## src/cap_desc_pkg.sv

```systemverilog
/*
 Constants for the capability and icon descriptor parser.
 Assumes a byte stream of whole descriptors, tag byte first.
*/
package cap_desc_pkg;
    localparam logic [7:0] CAP_TAG        = 8'hC5;
    localparam logic [7:0] ICON_TAG       = 8'hC6;
    localparam logic [6:0] CODE_FMT_LIMIT = 7'h6F;
    localparam int         FMT_ID_BYTES   = 4;
    localparam int         LINKAGE_BYTES  = 4;
    localparam logic [7:0] SLASH_CHAR     = 8'h2F;
    localparam int         FLAG_BIT       = 7;

    typedef enum logic [2:0] {
        CAT_RESERVED,
        CAT_DOWNLOAD,
        CAT_FEC,
        CAT_WRAPPER,
        CAT_COMPRESSION,
        CAT_MEDIA
    } category_t;

    typedef enum logic [1:0] {
        ENT_CODE,
        ENT_STRING,
        ENT_SET
    } entry_kind_t;
endpackage

```

## src/cap_desc_parser.sv

```systemverilog
/*
 Byte-serial parser for capability and icon descriptors.
 Assumes an upstream demultiplexer giving one byte per valid cycle,
 each descriptor starting with its tag byte; no back-pressure.
*/
// What this block does
// - Capability descriptor recognised only on tag 0xC5.
// - Length byte bounds parsing to the bytes after it.
// - Counts precede individual code and individual string lists.
// - Top bit of each individual entry byte, or of a set's flag byte, is the essential flag.
// - Capability code is the low seven bits of its byte.
// - Codes above 0x6F are followed by a 32-bit format identifier.
// - A format identifier belongs only to the code just before it.
// - String categories 1 to 5 decoded; others reserved.
// - String length byte, then exactly that many body bytes.
// - OR-set count read; set satisfied if any member is supported.
// - Seven-bit code count shares the set's flag byte.
// - After set codes, a count of strings in that set.
// - FEC string split at slash into encoding and instance.
// - Icon descriptor recognised only on tag 0xC6.
// - Icon linkage output as 32 bits, most significant first.
`timescale 1ns/10ps
module cap_desc_parser
(
    input  wire logic                  ref_clk,
    input  wire logic                  reset,
    input  wire logic                  in_valid,
    input  wire logic [7:0]            in_byte,
    input  wire logic                  code_supported,
    input  wire logic                  string_supported,
    output logic                       code_valid,
    output logic      [6:0]            code_value,
    output logic                       code_essential,
    output logic                       code_in_set,
    output logic                       code_has_fmt,
    output logic      [31:0]           code_fmt_id,
    output logic                       str_start,
    output cap_desc_pkg::category_t    str_category,
    output logic                       str_essential,
    output logic                       str_in_set,
    output logic                       str_byte_valid,
    output logic      [7:0]            str_byte,
    output logic                       str_after_slash,
    output logic                       str_end,
    output logic                       set_done,
    output logic                       set_satisfied,
    output logic                       set_essential,
    output logic                       icon_valid,
    output logic      [31:0]           icon_linkage,
    output logic                       desc_done,
    output logic                       desc_malformed
);
    import cap_desc_pkg::*;

    typedef enum {
        ST_TAG, ST_LEN, ST_CODE_CNT, ST_CODE, ST_FMT, ST_STR_CNT, ST_CAT, ST_SLEN,
        ST_SBODY, ST_SET_CNT, ST_SET_HDR, ST_SET_STR_CNT, ST_LINK, ST_SKIP, ST_FOREIGN
    } state_t;

    state_t      state_q;
    entry_kind_t phase_q;
    logic [7:0]  left_q;
    logic [7:0]  count_q;
    logic [7:0]  sets_q;
    logic [7:0]  slen_q;
    logic [2:0]  fmt_cnt_q;
    logic [31:0] shift_q;
    logic        is_cap_q;
    logic        is_fec_q;
    logic        bad_q;
    logic        ess_q;
    logic        set_ess_q;
    logic        set_hit_q;
    logic        set_open_q;
    logic        foreign_q;
    logic        done_q;
    logic [6:0]  last_code_q;
    category_t   cat_now;
    logic        load_len;
    logic        take;
    logic        last_byte;
    logic        set_member_hit;

    byte_budget u_budget (
        .ref_clk (ref_clk),
        .reset   (reset),
        .load    (load_len),
        .length  (in_byte),
        .take    (take),
        .left_q  (left_q)
    );

    category_decode u_cat (
        .code     (in_byte[6:0]),
        .category (cat_now)
    );

    assign load_len  = in_valid && state_q == ST_LEN;
    assign take      = in_valid && state_q != ST_TAG && state_q != ST_LEN;
    assign last_byte = take && left_q == 8'h01;

    // Field needs n bytes (including this one); fits if budget allows
    function automatic logic fits(input logic [7:0] left, input logic [8:0] need);
        fits = {1'b0, left} >= need;
    endfunction

    // Next state once a section's list is finished, fixed order
    function automatic state_t after_list(input entry_kind_t ph);
        case (ph)
            ENT_CODE:   after_list = ST_STR_CNT;
            ENT_STRING: after_list = ST_SET_CNT;
            default:    after_list = ST_SKIP;
        endcase
    endfunction

    assign set_member_hit = (code_valid && code_in_set && code_supported)
                          || (str_end && str_in_set && string_supported);

    always_ff @(posedge ref_clk) begin
        if (reset) begin
            state_q   <= ST_TAG;
            phase_q   <= ENT_CODE;
            count_q   <= 8'h00;
            sets_q    <= 8'h00;
            slen_q    <= 8'h00;
            fmt_cnt_q <= 3'h0;
            shift_q   <= 32'h0000_0000;
            is_cap_q  <= 1'b0;
            is_fec_q  <= 1'b0;
            bad_q     <= 1'b0;
            ess_q     <= 1'b0;
            set_ess_q <= 1'b0;
            last_code_q <= 7'h00;
            foreign_q   <= 1'b0;
        end else if (in_valid) begin
            case (state_q)
                ST_TAG: begin
                    is_cap_q  <= in_byte == CAP_TAG;
                    foreign_q <= in_byte != CAP_TAG && in_byte != ICON_TAG;
                    bad_q     <= 1'b0;
                    phase_q   <= ENT_CODE;
                    state_q   <= ST_LEN;
                end
                ST_LEN: begin
                    // Unknown tags still need their length loaded to be skipped
                    if (in_byte == 8'h00) begin
                        bad_q   <= !foreign_q;
                        state_q <= ST_TAG;
                    end else if (foreign_q) begin
                        state_q <= ST_FOREIGN;
                    end else begin
                        state_q <= is_cap_q ? ST_CODE_CNT : ST_LINK;
                        fmt_cnt_q <= 3'h0;
                    end
                end
                ST_FOREIGN: state_q <= ST_FOREIGN;
                ST_CODE_CNT, ST_STR_CNT, ST_SET_STR_CNT: begin
                    count_q <= in_byte;
                    if (state_q == ST_STR_CNT) begin
                        phase_q <= ENT_STRING;
                    end
                    if (in_byte == 8'h00) begin
                        state_q <= (state_q == ST_SET_STR_CNT)
                                   ? ((sets_q == 8'h00) ? ST_SKIP : ST_SET_HDR)
                                   : after_list(state_q == ST_CODE_CNT ? ENT_CODE
                                                                       : ENT_STRING);
                    end else begin
                        state_q <= (state_q == ST_CODE_CNT) ? ST_CODE : ST_CAT;
                    end
                end
                ST_CODE: begin
                    ess_q       <= in_byte[FLAG_BIT];
                    last_code_q <= in_byte[6:0];
                    count_q     <= count_q - 8'h01;
                    if (in_byte[6:0] > CODE_FMT_LIMIT) begin
                        fmt_cnt_q <= 3'h0;
                        state_q   <= ST_FMT;
                    end else if (count_q == 8'h01) begin
                        state_q <= (phase_q == ENT_SET) ? ST_SET_STR_CNT : after_list(phase_q);
                    end
                end
                ST_FMT: begin
                    shift_q   <= {shift_q[23:0], in_byte};
                    fmt_cnt_q <= fmt_cnt_q + 3'h1;
                    if (fmt_cnt_q == 3'(FMT_ID_BYTES - 1)) begin
                        if (count_q == 8'h00) begin
                            state_q <= (phase_q == ENT_SET) ? ST_SET_STR_CNT
                                                            : after_list(phase_q);
                        end else begin
                            state_q <= ST_CODE;
                        end
                    end
                end
                ST_CAT: begin
                    ess_q    <= in_byte[FLAG_BIT];
                    is_fec_q <= cat_now == CAT_FEC;
                    count_q  <= count_q - 8'h01;
                    state_q  <= ST_SLEN;
                end
                ST_SLEN: begin
                    slen_q   <= in_byte;
                    shift_q  <= 32'h0000_0000;
                    if (in_byte != 8'h00) begin
                        state_q <= ST_SBODY;
                    end else if (count_q != 8'h00) begin
                        state_q <= ST_CAT;
                    end else begin
                        state_q <= (phase_q == ENT_SET)
                                   ? ((sets_q == 8'h00) ? ST_SKIP : ST_SET_HDR)
                                   : after_list(phase_q);
                    end
                end
                ST_SBODY: begin
                    slen_q <= slen_q - 8'h01;
                    if (in_byte == SLASH_CHAR && is_fec_q) begin
                        shift_q[0] <= 1'b1;
                    end
                    if (slen_q == 8'h01) begin
                        if (count_q != 8'h00) begin
                            state_q <= ST_CAT;
                        end else if (phase_q == ENT_SET) begin
                            state_q <= (sets_q == 8'h00) ? ST_SKIP : ST_SET_HDR;
                        end else begin
                            state_q <= after_list(phase_q);
                        end
                    end
                end
                ST_SET_CNT: begin
                    phase_q <= ENT_SET;
                    sets_q  <= in_byte;
                    state_q <= (in_byte == 8'h00) ? ST_SKIP : ST_SET_HDR;
                end
                ST_SET_HDR: begin
                    set_ess_q <= in_byte[FLAG_BIT];
                    sets_q    <= sets_q - 8'h01;
                    count_q   <= {1'b0, in_byte[6:0]};
                    state_q   <= (in_byte[6:0] == 7'h00) ? ST_SET_STR_CNT : ST_CODE;
                end
                ST_LINK: begin
                    shift_q   <= {shift_q[23:0], in_byte};
                    fmt_cnt_q <= fmt_cnt_q + 3'h1;
                    if (fmt_cnt_q == 3'(LINKAGE_BYTES - 1)) begin
                        state_q <= ST_SKIP;
                    end
                end
                ST_SKIP: state_q <= ST_SKIP;
                default: state_q <= ST_TAG;
            endcase
            // Overrun check: each field must fit in what is left
            if ((state_q == ST_FMT || state_q == ST_LINK)
                && !fits(left_q, 9'(FMT_ID_BYTES - int'(fmt_cnt_q)))) begin
                bad_q <= 1'b1;
            end
            if (state_q == ST_SBODY && !fits(left_q, {1'b0, slen_q})) begin
                bad_q <= 1'b1;
            end
            if (last_byte) begin
                state_q <= ST_TAG;
                if (state_q != ST_SKIP && state_q != ST_FOREIGN && !is_last_ok()) begin
                    bad_q <= 1'b1;
                end
            end
        end
    end

    // Descriptor may end only where no field is half read
    function automatic logic is_last_ok();
        is_last_ok = (state_q == ST_LINK && fmt_cnt_q == 3'(LINKAGE_BYTES - 1))
                  || (state_q == ST_SET_CNT && in_byte == 8'h00)
                  || (state_q == ST_SET_STR_CNT && in_byte == 8'h00 && sets_q == 8'h00)
                  || (state_q == ST_SLEN && in_byte == 8'h00 && count_q == 8'h00
                      && phase_q == ENT_SET && sets_q == 8'h00)
                  || (state_q == ST_SBODY && slen_q == 8'h01 && count_q == 8'h00
                      && phase_q == ENT_SET && sets_q == 8'h00);
    endfunction

    // Event strobes, all registered
    always_ff @(posedge ref_clk) begin
        if (reset) begin
            code_valid <= 1'b0; code_value <= 7'h00; code_essential <= 1'b0;
            code_in_set <= 1'b0; code_has_fmt <= 1'b0; code_fmt_id <= 32'h0000_0000;
            str_start <= 1'b0; str_category <= CAT_RESERVED; str_essential <= 1'b0;
            str_in_set <= 1'b0; str_byte_valid <= 1'b0; str_byte <= 8'h00;
            str_after_slash <= 1'b0; str_end <= 1'b0;
            icon_valid <= 1'b0; icon_linkage <= 32'h0000_0000;
            desc_done <= 1'b0; desc_malformed <= 1'b0;
            done_q <= 1'b0;
        end else begin
            code_valid     <= 1'b0;
            str_start      <= 1'b0;
            str_byte_valid <= 1'b0;
            str_end        <= 1'b0;
            icon_valid     <= 1'b0;
            desc_done      <= done_q;
            if (in_valid && state_q == ST_CODE && in_byte[6:0] <= CODE_FMT_LIMIT) begin
                code_valid     <= 1'b1;
                code_value     <= in_byte[6:0];
                code_essential <= (phase_q == ENT_SET) ? set_ess_q : in_byte[FLAG_BIT];
                code_in_set    <= phase_q == ENT_SET;
                code_has_fmt   <= 1'b0;
            end
            if (in_valid && state_q == ST_FMT && fmt_cnt_q == 3'(FMT_ID_BYTES - 1)) begin
                code_valid     <= 1'b1;
                code_value     <= last_code_q;
                code_essential <= (phase_q == ENT_SET) ? set_ess_q : ess_q;
                code_in_set    <= phase_q == ENT_SET;
                code_has_fmt   <= 1'b1;
                code_fmt_id    <= {shift_q[23:0], in_byte};
            end
            if (in_valid && state_q == ST_SLEN) begin
                str_start       <= 1'b1;
                str_essential   <= (phase_q == ENT_SET) ? set_ess_q : ess_q;
                str_in_set      <= phase_q == ENT_SET;
                str_after_slash <= 1'b0;
                str_end         <= in_byte == 8'h00;
            end
            if (in_valid && state_q == ST_CAT) begin
                str_category <= cat_now;
            end
            if (in_valid && state_q == ST_SBODY) begin
                str_byte_valid  <= 1'b1;
                str_byte        <= in_byte;
                str_after_slash <= is_fec_q && (shift_q[0] || in_byte == SLASH_CHAR);
                str_end         <= slen_q == 8'h01;
            end
            if (in_valid && state_q == ST_LINK && fmt_cnt_q == 3'(LINKAGE_BYTES - 1)) begin
                icon_valid   <= 1'b1;
                icon_linkage <= {shift_q[23:0], in_byte};
            end
            // End marker waits a cycle so the verdict on the last byte is in
            done_q         <= (last_byte && state_q != ST_FOREIGN)
                           || (in_valid && state_q == ST_LEN && !foreign_q && in_byte == 8'h00);
            desc_malformed <= bad_q;
        end
    end

    // Set result: reported the cycle after its last byte, when the answer
    // for its last member is on show
    always_ff @(posedge ref_clk) begin
        if (reset) begin
            set_hit_q     <= 1'b0;
            set_open_q    <= 1'b0;
            set_done      <= 1'b0;
            set_satisfied <= 1'b0;
            set_essential <= 1'b0;
        end else begin
            set_done <= 1'b0;
            if (in_valid && state_q == ST_SET_HDR) begin
                set_hit_q <= 1'b0;
            end else if (set_member_hit) begin
                set_hit_q <= 1'b1;
            end
            if (set_open_q
                && (state_q == ST_SET_HDR || state_q == ST_SKIP || state_q == ST_TAG)) begin
                set_open_q    <= 1'b0;
                set_done      <= 1'b1;
                set_satisfied <= set_hit_q || set_member_hit;
                set_essential <= set_ess_q;
            end
            if (in_valid && state_q == ST_SET_HDR) begin
                set_open_q <= 1'b1;
            end
        end
    end

    chk_tag_gates_len: assert property (@(posedge ref_clk) disable iff (reset)
        (in_valid && state_q == ST_LEN && foreign_q)
        |=> state_q != ST_CODE_CNT && state_q != ST_LINK)
        else $error("Foreign tag entered parsing");
    chk_link_order: assert property (@(posedge ref_clk) disable iff (reset)
        icon_valid |-> icon_linkage[7:0] == $past(in_byte))
        else $error("Icon linkage byte order wrong");
    chk_fmt_follows: assert property (@(posedge ref_clk) disable iff (reset)
        (code_valid && code_has_fmt) |-> code_value > CODE_FMT_LIMIT)
        else $error("Format id on small code");
    chk_zero_len_bad: assert property (@(posedge ref_clk) disable iff (reset)
        (in_valid && state_q == ST_LEN && !foreign_q && in_byte == 8'h00)
        |=> ##1 desc_done && desc_malformed)
        else $error("Empty descriptor not flagged");
    chk_str_end_pair: assert property (@(posedge ref_clk) disable iff (reset)
        str_end |-> str_byte_valid || str_start)
        else $error("String end without body or start");
    chk_done_single: assert property (@(posedge ref_clk) disable iff (reset)
        desc_done |=> !desc_done)
        else $error("Descriptor end held too long");
endmodule

```

## src/category_decode.sv

```systemverilog
/*
 Maps a 7-bit string category code to the category enumeration.
 Purely combinational; fed from the parser's byte path.
*/
`timescale 1ns/10ps
module category_decode
(
    input  wire logic [6:0]            code,
    output cap_desc_pkg::category_t    category
);
    import cap_desc_pkg::*;

    always_comb begin
        case (code)
            7'h01:   category = CAT_DOWNLOAD;
            7'h02:   category = CAT_FEC;
            7'h03:   category = CAT_WRAPPER;
            7'h04:   category = CAT_COMPRESSION;
            7'h05:   category = CAT_MEDIA;
            default: category = CAT_RESERVED;
        endcase
    end
endmodule

```

## src/byte_budget.sv

```systemverilog
/*
 Tracks descriptor bytes left after the length byte.
 Assumes load and take are never asserted together.
*/
`timescale 1ns/10ps
module byte_budget (
    input  wire logic                  ref_clk,
    input  wire logic                  reset,
    input  wire logic                  load,
    input  wire logic [7:0]            length,
    input  wire logic                  take,
    output logic      [7:0]            left_q
);
    always_ff @(posedge ref_clk) begin
        if (reset) begin
            left_q <= 8'h00;
        end else if (load) begin
            left_q <= length;
        end else if (take && left_q != 8'h00) begin
            left_q <= left_q - 8'h01;
        end
    end
endmodule

```

## config.mk

```make
export PLATFORM = sky130hd
export DESIGN_NAME = cap_desc_parser
export DESIGN_NICKNAME = d
export VERILOG_FILES = /design/src/cap_desc_pkg.sv /design/src/cap_desc_parser.sv /design/src/category_decode.sv /design/src/byte_budget.sv
export SDC_FILE = /design/constraint.sdc
export NUM_CORES = 1
export LEC_CHECK = 0
export BUFFER_PORTS_ARGS = -buffer_cell sky130_fd_sc_hd__buf_2
export CELL_PAD_IN_SITES_DETAIL_PLACEMENT = 0
export CELL_PAD_IN_SITES_GLOBAL_PLACEMENT = 1
export CORE_ASPECT_RATIO = 1.1
export CORE_MARGIN = 1.5
export CORE_UTILIZATION = 44
export CTS_BUF_LIST = sky130_fd_sc_hd__clkbuf_4 sky130_fd_sc_hd__clkbuf_8
export DETAILED_ROUTE_END_ITERATION = 7
export PLACE_DENSITY = 0.89
export SYNTH_ARGS = -nofsm -noshare
export SYNTH_HDL_FRONTEND = slang
export SYNTH_SLANG_ARGS = --single-unit
```

## constraint.sdc

```tcl
create_clock -name ref_clk -period 2.7 [get_ports ref_clk]
set_input_delay 0.135 -clock ref_clk [delete_from_list [all_inputs] [get_ports ref_clk]]
set_output_delay 0.135 -clock ref_clk [all_outputs]
set_load 0.01 [all_outputs]
```

==> impl_metrics.toml, run 1 <==
[die]
dieHeight_um = 149
io_pins = 111
dieArea_um2 = 20200
fp-row-count = 53
start_util_pct = 44.8
die_x_um = 136
core_area_um2 = 19000

[synth]
synth_top_cells_by_area = "dfxtp_1 (42%), nand2_1 (9.3%), a21oi_1 (8.0%)"
synth_edf_count = 0
yosysTopAreaCell = "dfxtp_1"
synth_cell_types = 67
ys.flop_type = "dfxtp_1"
netlist_area_um2 = 8520
synth.avg_cell_area_um2 = 7.88
synth_nets = 1126
yosysWarnings = 0
synthTopCellsByCount = "nand2_1 (212), dfxtp_1 (179), a21oi_1 (136)"
synth-seq-cells = 179
synth_top_area_share_pct = 42.0
synthCells = 1081
postSynth.asyncResetShare_pct = 0
yosysMostFrequentCell = "nand2_1"
yosysSeqAreaShare_pct = 42.0

[worst_setup_path]
critPathLaunch = "state_q[2]$_SDFFE_PP0P_"
crit_path_start_kind = "register"
ff2ff_setup_slack_ns = 0.25
critPathRequiredTime_ns = 3.04
r2r-start = "state_q[2]$_SDFFE_PP0P_"
crit_fanout = 18
reg2regPathDepth = 6
crit_arrival_ns = 2.79
r2r-end = "ess_q$_SDFFE_PP0P_"
crit_type = "reg -> reg"
cp-end-kind = "register"

[finish]
n_antenna_cell = 0
drive_gt1_share_pct = 16.4
nNetsFinal = 1202
area_delta_synth_final_pct = 14.3
fin_util_pct = 51.2

[clocking]
cts_buffer_depth = 2
clkTransAtPathRegs_ns = 0.11
cts_setup_buffers = 0
clock-root-buffer = "clkbuf_8"
cts_buffers = 17
cts_htree_levels = 4
postCtsHoldBufs = 0
clk_latency_ns = 0.49
numClockSinks = 179
cts_tree = "yes"
ctsResizeCount = 0

[timing]
rsz0062_at_grt = "no"
clock_skew_ns = 0.0170
setup-tns-final_ns = 0
drv_slew = 0
slew_headroom_pct = 42.8
fin_crit_sh_pct = 90.8
fmax_mhz = 408
finalSetupViolCount = 0
worst_pin_slew_ns = 0.858
period_needed_ns = 2.45
finalHoldViolCount = 0

[global_routing]
grt_start_max_net_pins = 176
gr-total-overflow = 0
grt_pass1_wl_mm = 39.6
first_global_vias = 7373
grt_usage_pct = 25.0
antenna_found_initial = 0

[routing]
antenna_left = 0
drt_iter0_markers = 563
avgRoutedWirePerCell_um = 17.5
wirelength_mm = 24.9
viasPerCell = 5.58
drc = 0
dr.pass1.iters = 6
vias = 7908

[pwr]
worst_ir_drop_vdd_mv = 0.363
power.density_nw_per_um2 = 778
power_leakage_nw = 3.74

[flow_run]
drv_cap = 0

[placement]
dpl.hpwl_mm = 16.6
gp_congestion = 0.949
port-buffer-count = 110

[hold_path]
min_path_cells = 3
hold_path_class = "in -> reg"
hold-path-endpoint = "set_hit_q$_SDFFE_PP0P_"
hp-start = "string_supported"

[run_status]
outcome = "finished, final reports clean"
==> cells by family (layout without fill, tap and decap cells) <==
group,after synthesis,in the layout,share of synthesized area [%]
adders and majority gates,32,32,4.70
buffers and inverters,114,203,5.73
DFF,179,179,42.0
and+or+nand+nor,438,438,23.2
AOI/OAI and AO/OA,290,290,21.1
xor gates and xnor gates,5,5,0.514
muxes,23,23,2.72
==> power by group <==
group	total (mW)	internal, mW	switching [mW]
logic	2.42	0.930	1.49
clock network	2.09	0.903	1.19
registers	3.07	2.81	0.269
total	7.59	4.64	2.95
==> worst max-delay path: stages (launching register included) <==
cell and delay (ns):
dfxtp_1 0.75, buf_4 0.34, xor2_1 0.23, nand3_1 0.42
nor2_1 0.31, mux2i_1 0.21, nor2_1 0.05
==> metal layers <==
metal,global-route usage (%),vias up,share of wire (%)
li1,-,3898,-
met1,33.0,3734,45
met2,40.5,240,48
met3,5.13,36,5.5
met4,8.28,0,2.0
met5,0,-,0
==> state kept, by name, summed over array words and instances (netlist names), 2 cells and up <==
name,count
code_value,7
shift_q,24
last_code_q,7
code_fmt_id,32
slen_q,8
fmt_cnt_q,3
count_q,8
state_q,4
str_byte,8
icon_linkage,32
str_category,3
u_budget.left_q,8
phase_q,2
sets_q,8
==> cell type report <==
type / instances / area (um^2)
Inverter: 28 / 105
Timing Repair Buffer: 143 / 826
Sequential cell: 179 / 3580
Fill cell: 1862 / 9290
Tap cell: 247 / 309
Multi-Input combinational cell: 788 / 4460
Clock buffer: 17 / 234
Clock inverter: 15 / 229
==> cells in the final DEF, fill, tap and decap left out, types with 18 or more instances in the layout <==
master,instances
nand2_1,212
dfxtp_1,179
a21oi_1,136
nor2_1,109
buf_2,109
o21ai_0,40
ha_1,32
buf_4,32
inv_1,28
a22oi_1,28
nand3_1,24
mux2i_1,22
a211oi_1,18
==> how the worst max path moves through the flow <==
stage | to | slack (ns) | cells past startpoint
after detailed placement | bad_q$_SDFFE_PP0P_ | 0.32 | 6
after global placement | state_q[2]$_SDFFE_PP0P_ | 0.26 | 7
after CTS | ess_q$_SDFFE_PP0P_ | 0.32 | 6
after floorplan | bad_q$_SDFFE_PP0P_ | 0.61 | 8
final | ess_q$_SDFFE_PP0P_ | 0.25 | 6
after global routing | ess_q$_SDFFE_PP0P_ | 0.10 | 6
==> per-stage QoR <==
step / hold slack (ns) / cells / area (um^2) / worst slack [ns] / power [mW]
after floorplan: 0.340 / 1081 / 8520 / 0.614 / 4.90
after global placement: 0.439 / 1385 / 9280 / 0.263 / 5.51
after detailed placement: 0.445 / 1385 / 9280 / 0.318 / 5.51
after CTS: 0.0350 / 1417 / 9750 / 0.320 / 7.59
after global routing: 0.0448 / 1417 / 9750 / 0.100 / 8.02
final: 0.0481 / 1417 / 9750 / 0.248 / 7.59
(Power assumes the default switching activity.)
==> run 2: changes to the inputs <==
- CORE_UTILIZATION: 44 -> 30
- PLACE_DENSITY: 0.89 -> 0.66
==> run 2 against run 1 <==
- die area increased by 46%
- global-route usage is 6.0 points lower
- first-iteration DRC count up 27%
- core utilization shrank 16 points
- clock-buffer cell count stayed put
- wire length up 12%
- cell count increased by 8.9%
- clock skew rose by 0.0045 ns
- critical path depth is 2 higher
- register-to-register slack improved by 0.03 ns
- highest routed layer unchanged
==> impl_metrics.toml, run 2 (synthesis gave the netlist of run 1 again) <==
[die]
core_area_um2 = 27900
io_pins = 111
fp-row-count = 64
start_util_pct = 30.6
dieHeight_um = 180
die_x_um = 164
dieArea_um2 = 29400

[clocking]
cts_htree_levels = 4
cts_buffer_depth = 2
clock-root-buffer = "clkbuf_8"
cts_tree = "yes"
numClockSinks = 179
cts_setup_buffers = 0
postCtsHoldBufs = 2
ctsResizeCount = 0
clkTransAtPathRegs_ns = 0.11
clk_latency_ns = 0.49
cts_buffers = 17

[pwr]
switching_share_pct = 40.5
intPower_mw = 4.48
power.density_nw_per_um2 = 758
combPwrFrac_pct = 32.4
power_frac_seq_pct = 41.5
power_switching_mw = 3.05
p_total_mw = 7.53
worst_ir_drop_vdd_mv = 0.314
power_leakage_nw = 3.77
pwr-share-clk_pct = 26.1

[timing]
fmax_mhz = 413
finalHoldViolCount = 0
finalSetupViolCount = 0
drv_slew = 0
clock_skew_ns = 0.0215
slew_headroom_pct = 48.4
setup-tns-final_ns = 0
rsz0062_at_grt = "no"
period_needed_ns = 2.42
fin_crit_sh_pct = 89.7
worst_pin_slew_ns = 0.768

[routing]
antenna_left = 0
viasPerCell = 5.17
drt_iter0_markers = 716
dr.pass1.iters = 7
drc = 0
avgRoutedWirePerCell_um = 18.0
wirelength_mm = 27.8
vias = 7982

[hold_path]
hold_path_class = "in -> reg"

[finish]
seq_area_um2 = 3580
layout_commonest_cell = "nand2_1"
mostFrequentLayoutCells = "nand2_1 (212), dfxtp_1 (179), a21oi_1 (136)"
largestRegisters = "code_fmt_id: 32 flops, icon_linkage: 32 flops, shift_q: 24 flops"
nNetsFinal = 1212
n_antenna_cell = 0
multiInputGateArea_um2 = 4460
drive_gt1_share_pct = 16.9
area_delta_synth_final_pct = 16.5
num-fill-cells = 2989

[global_routing]
antenna_found_initial = 0
grt_usage_pct = 19.0
gr-total-overflow = 0
grt_start_max_net_pins = 148
first_global_vias = 7464
grt_pass1_wl_mm = 43.8

[worst_setup_path]
crit_slowest_cell = "dfxtp_1"
cp_common_cell = "buf_4"
critPathRequiredTime_ns = 3.10
crit_arrival_ns = 2.83
crit_type = "reg -> reg"
crit_path_start_kind = "register"
critPathMaxStageDelay_ns = 0.81
crit_fanout = 20
path_buf_inv = 2
cp-end-kind = "register"
crit_family = "flip-flops"
cp_cell_sequence = "buf_4 -> xor2_1 -> nand3_1 -> buf_4 -> nor2_1 -> a22o_1 -> nand2_1 -> a21oi_1"

[run_status]
outcome = "finished, final reports clean"

[placement]
port-buffer-count = 110
gp_congestion = 0.900
dpl.hpwl_mm = 19.0

[flow_run]
drv_cap = 0
run 2: changes by cell type in the layout (fill, tap and decap cells not counted), sizes merged:
cell         delta
buf             +8
bufinv          -2
clkinv          +1
clkinvlp        +2
dlygate4sd3     +2
inv             -1
run 2: path summary, 6_finish.rpt:
check / from / to / slack, ns / depth (start not counted)
max: state_q[2]$_SDFFE_PP0P_ / count_q[3]$_SDFFE_PP0P_ / 0.28 / 8
min: in_byte[5] / last_code_q[5]$_SDFFE_PP0P_ / 0.06 / 3
max reg2reg: state_q[2]$_SDFFE_PP0P_ / count_q[3]$_SDFFE_PP0P_ / 0.28 / 8
min reg2reg: icon_linkage[11]$_SDFFE_PP0P_ / icon_linkage[11]$_SDFFE_PP0P_ / 0.46 / 2
run 2: power groups by stage:
stage	clock network (mW)	logic [mW]	registers [mW]
final	1.97	2.44	3.12
after global routing	2.14	2.71	3.16
after CTS	2.03	2.41	3.12
after detailed placement	0	2.40	3.18
after global placement	0	2.41	3.17
after floorplan	0	1.87	3.03
run 2: tightest hold or removal path: stages:
cell,delay (ns)
buf_2,0.16
mux2i_1,0.15
nor2_1,0.05
run 2: final cells by class:
type	count	area share, %
well taps	363	4.57
inverters	28	1.06
flip-flops and latches	179	36.1
clock buffers	17	2.36
clock inverters	15	2.00
repair buffers	153	9.03
multi-input cells	788	44.9
run 2: through the flow:
stage,hold slack [ns],cell area [um^2],setup slack [ns],utilization [%],instances
finish,0.0645,9930,0.278,35.6,1543
global route,0.0390,9930,0.0882,35.6,1543
CTS,0.0265,9930,0.331,35.6,1543
detailed placement,0.446,9480,0.188,34.0,1509
global placement,0.441,9480,0.107,34.0,1509
floorplan,0.340,8520,0.614,-,1081
run 2: layer usage:
| layer | up-vias | track usage [%] | wire (um) |
|---|---|---|---|
| met5 | - | 0 | 0 |
| li1 | 3918 | - | - |
| met1 | 3808 | 26.1 | 13100 |
| met4 | 0 | 6.58 | 690 |
| met3 | 41 | 3.83 | 1340 |
| met2 | 215 | 29.4 | 12600 |
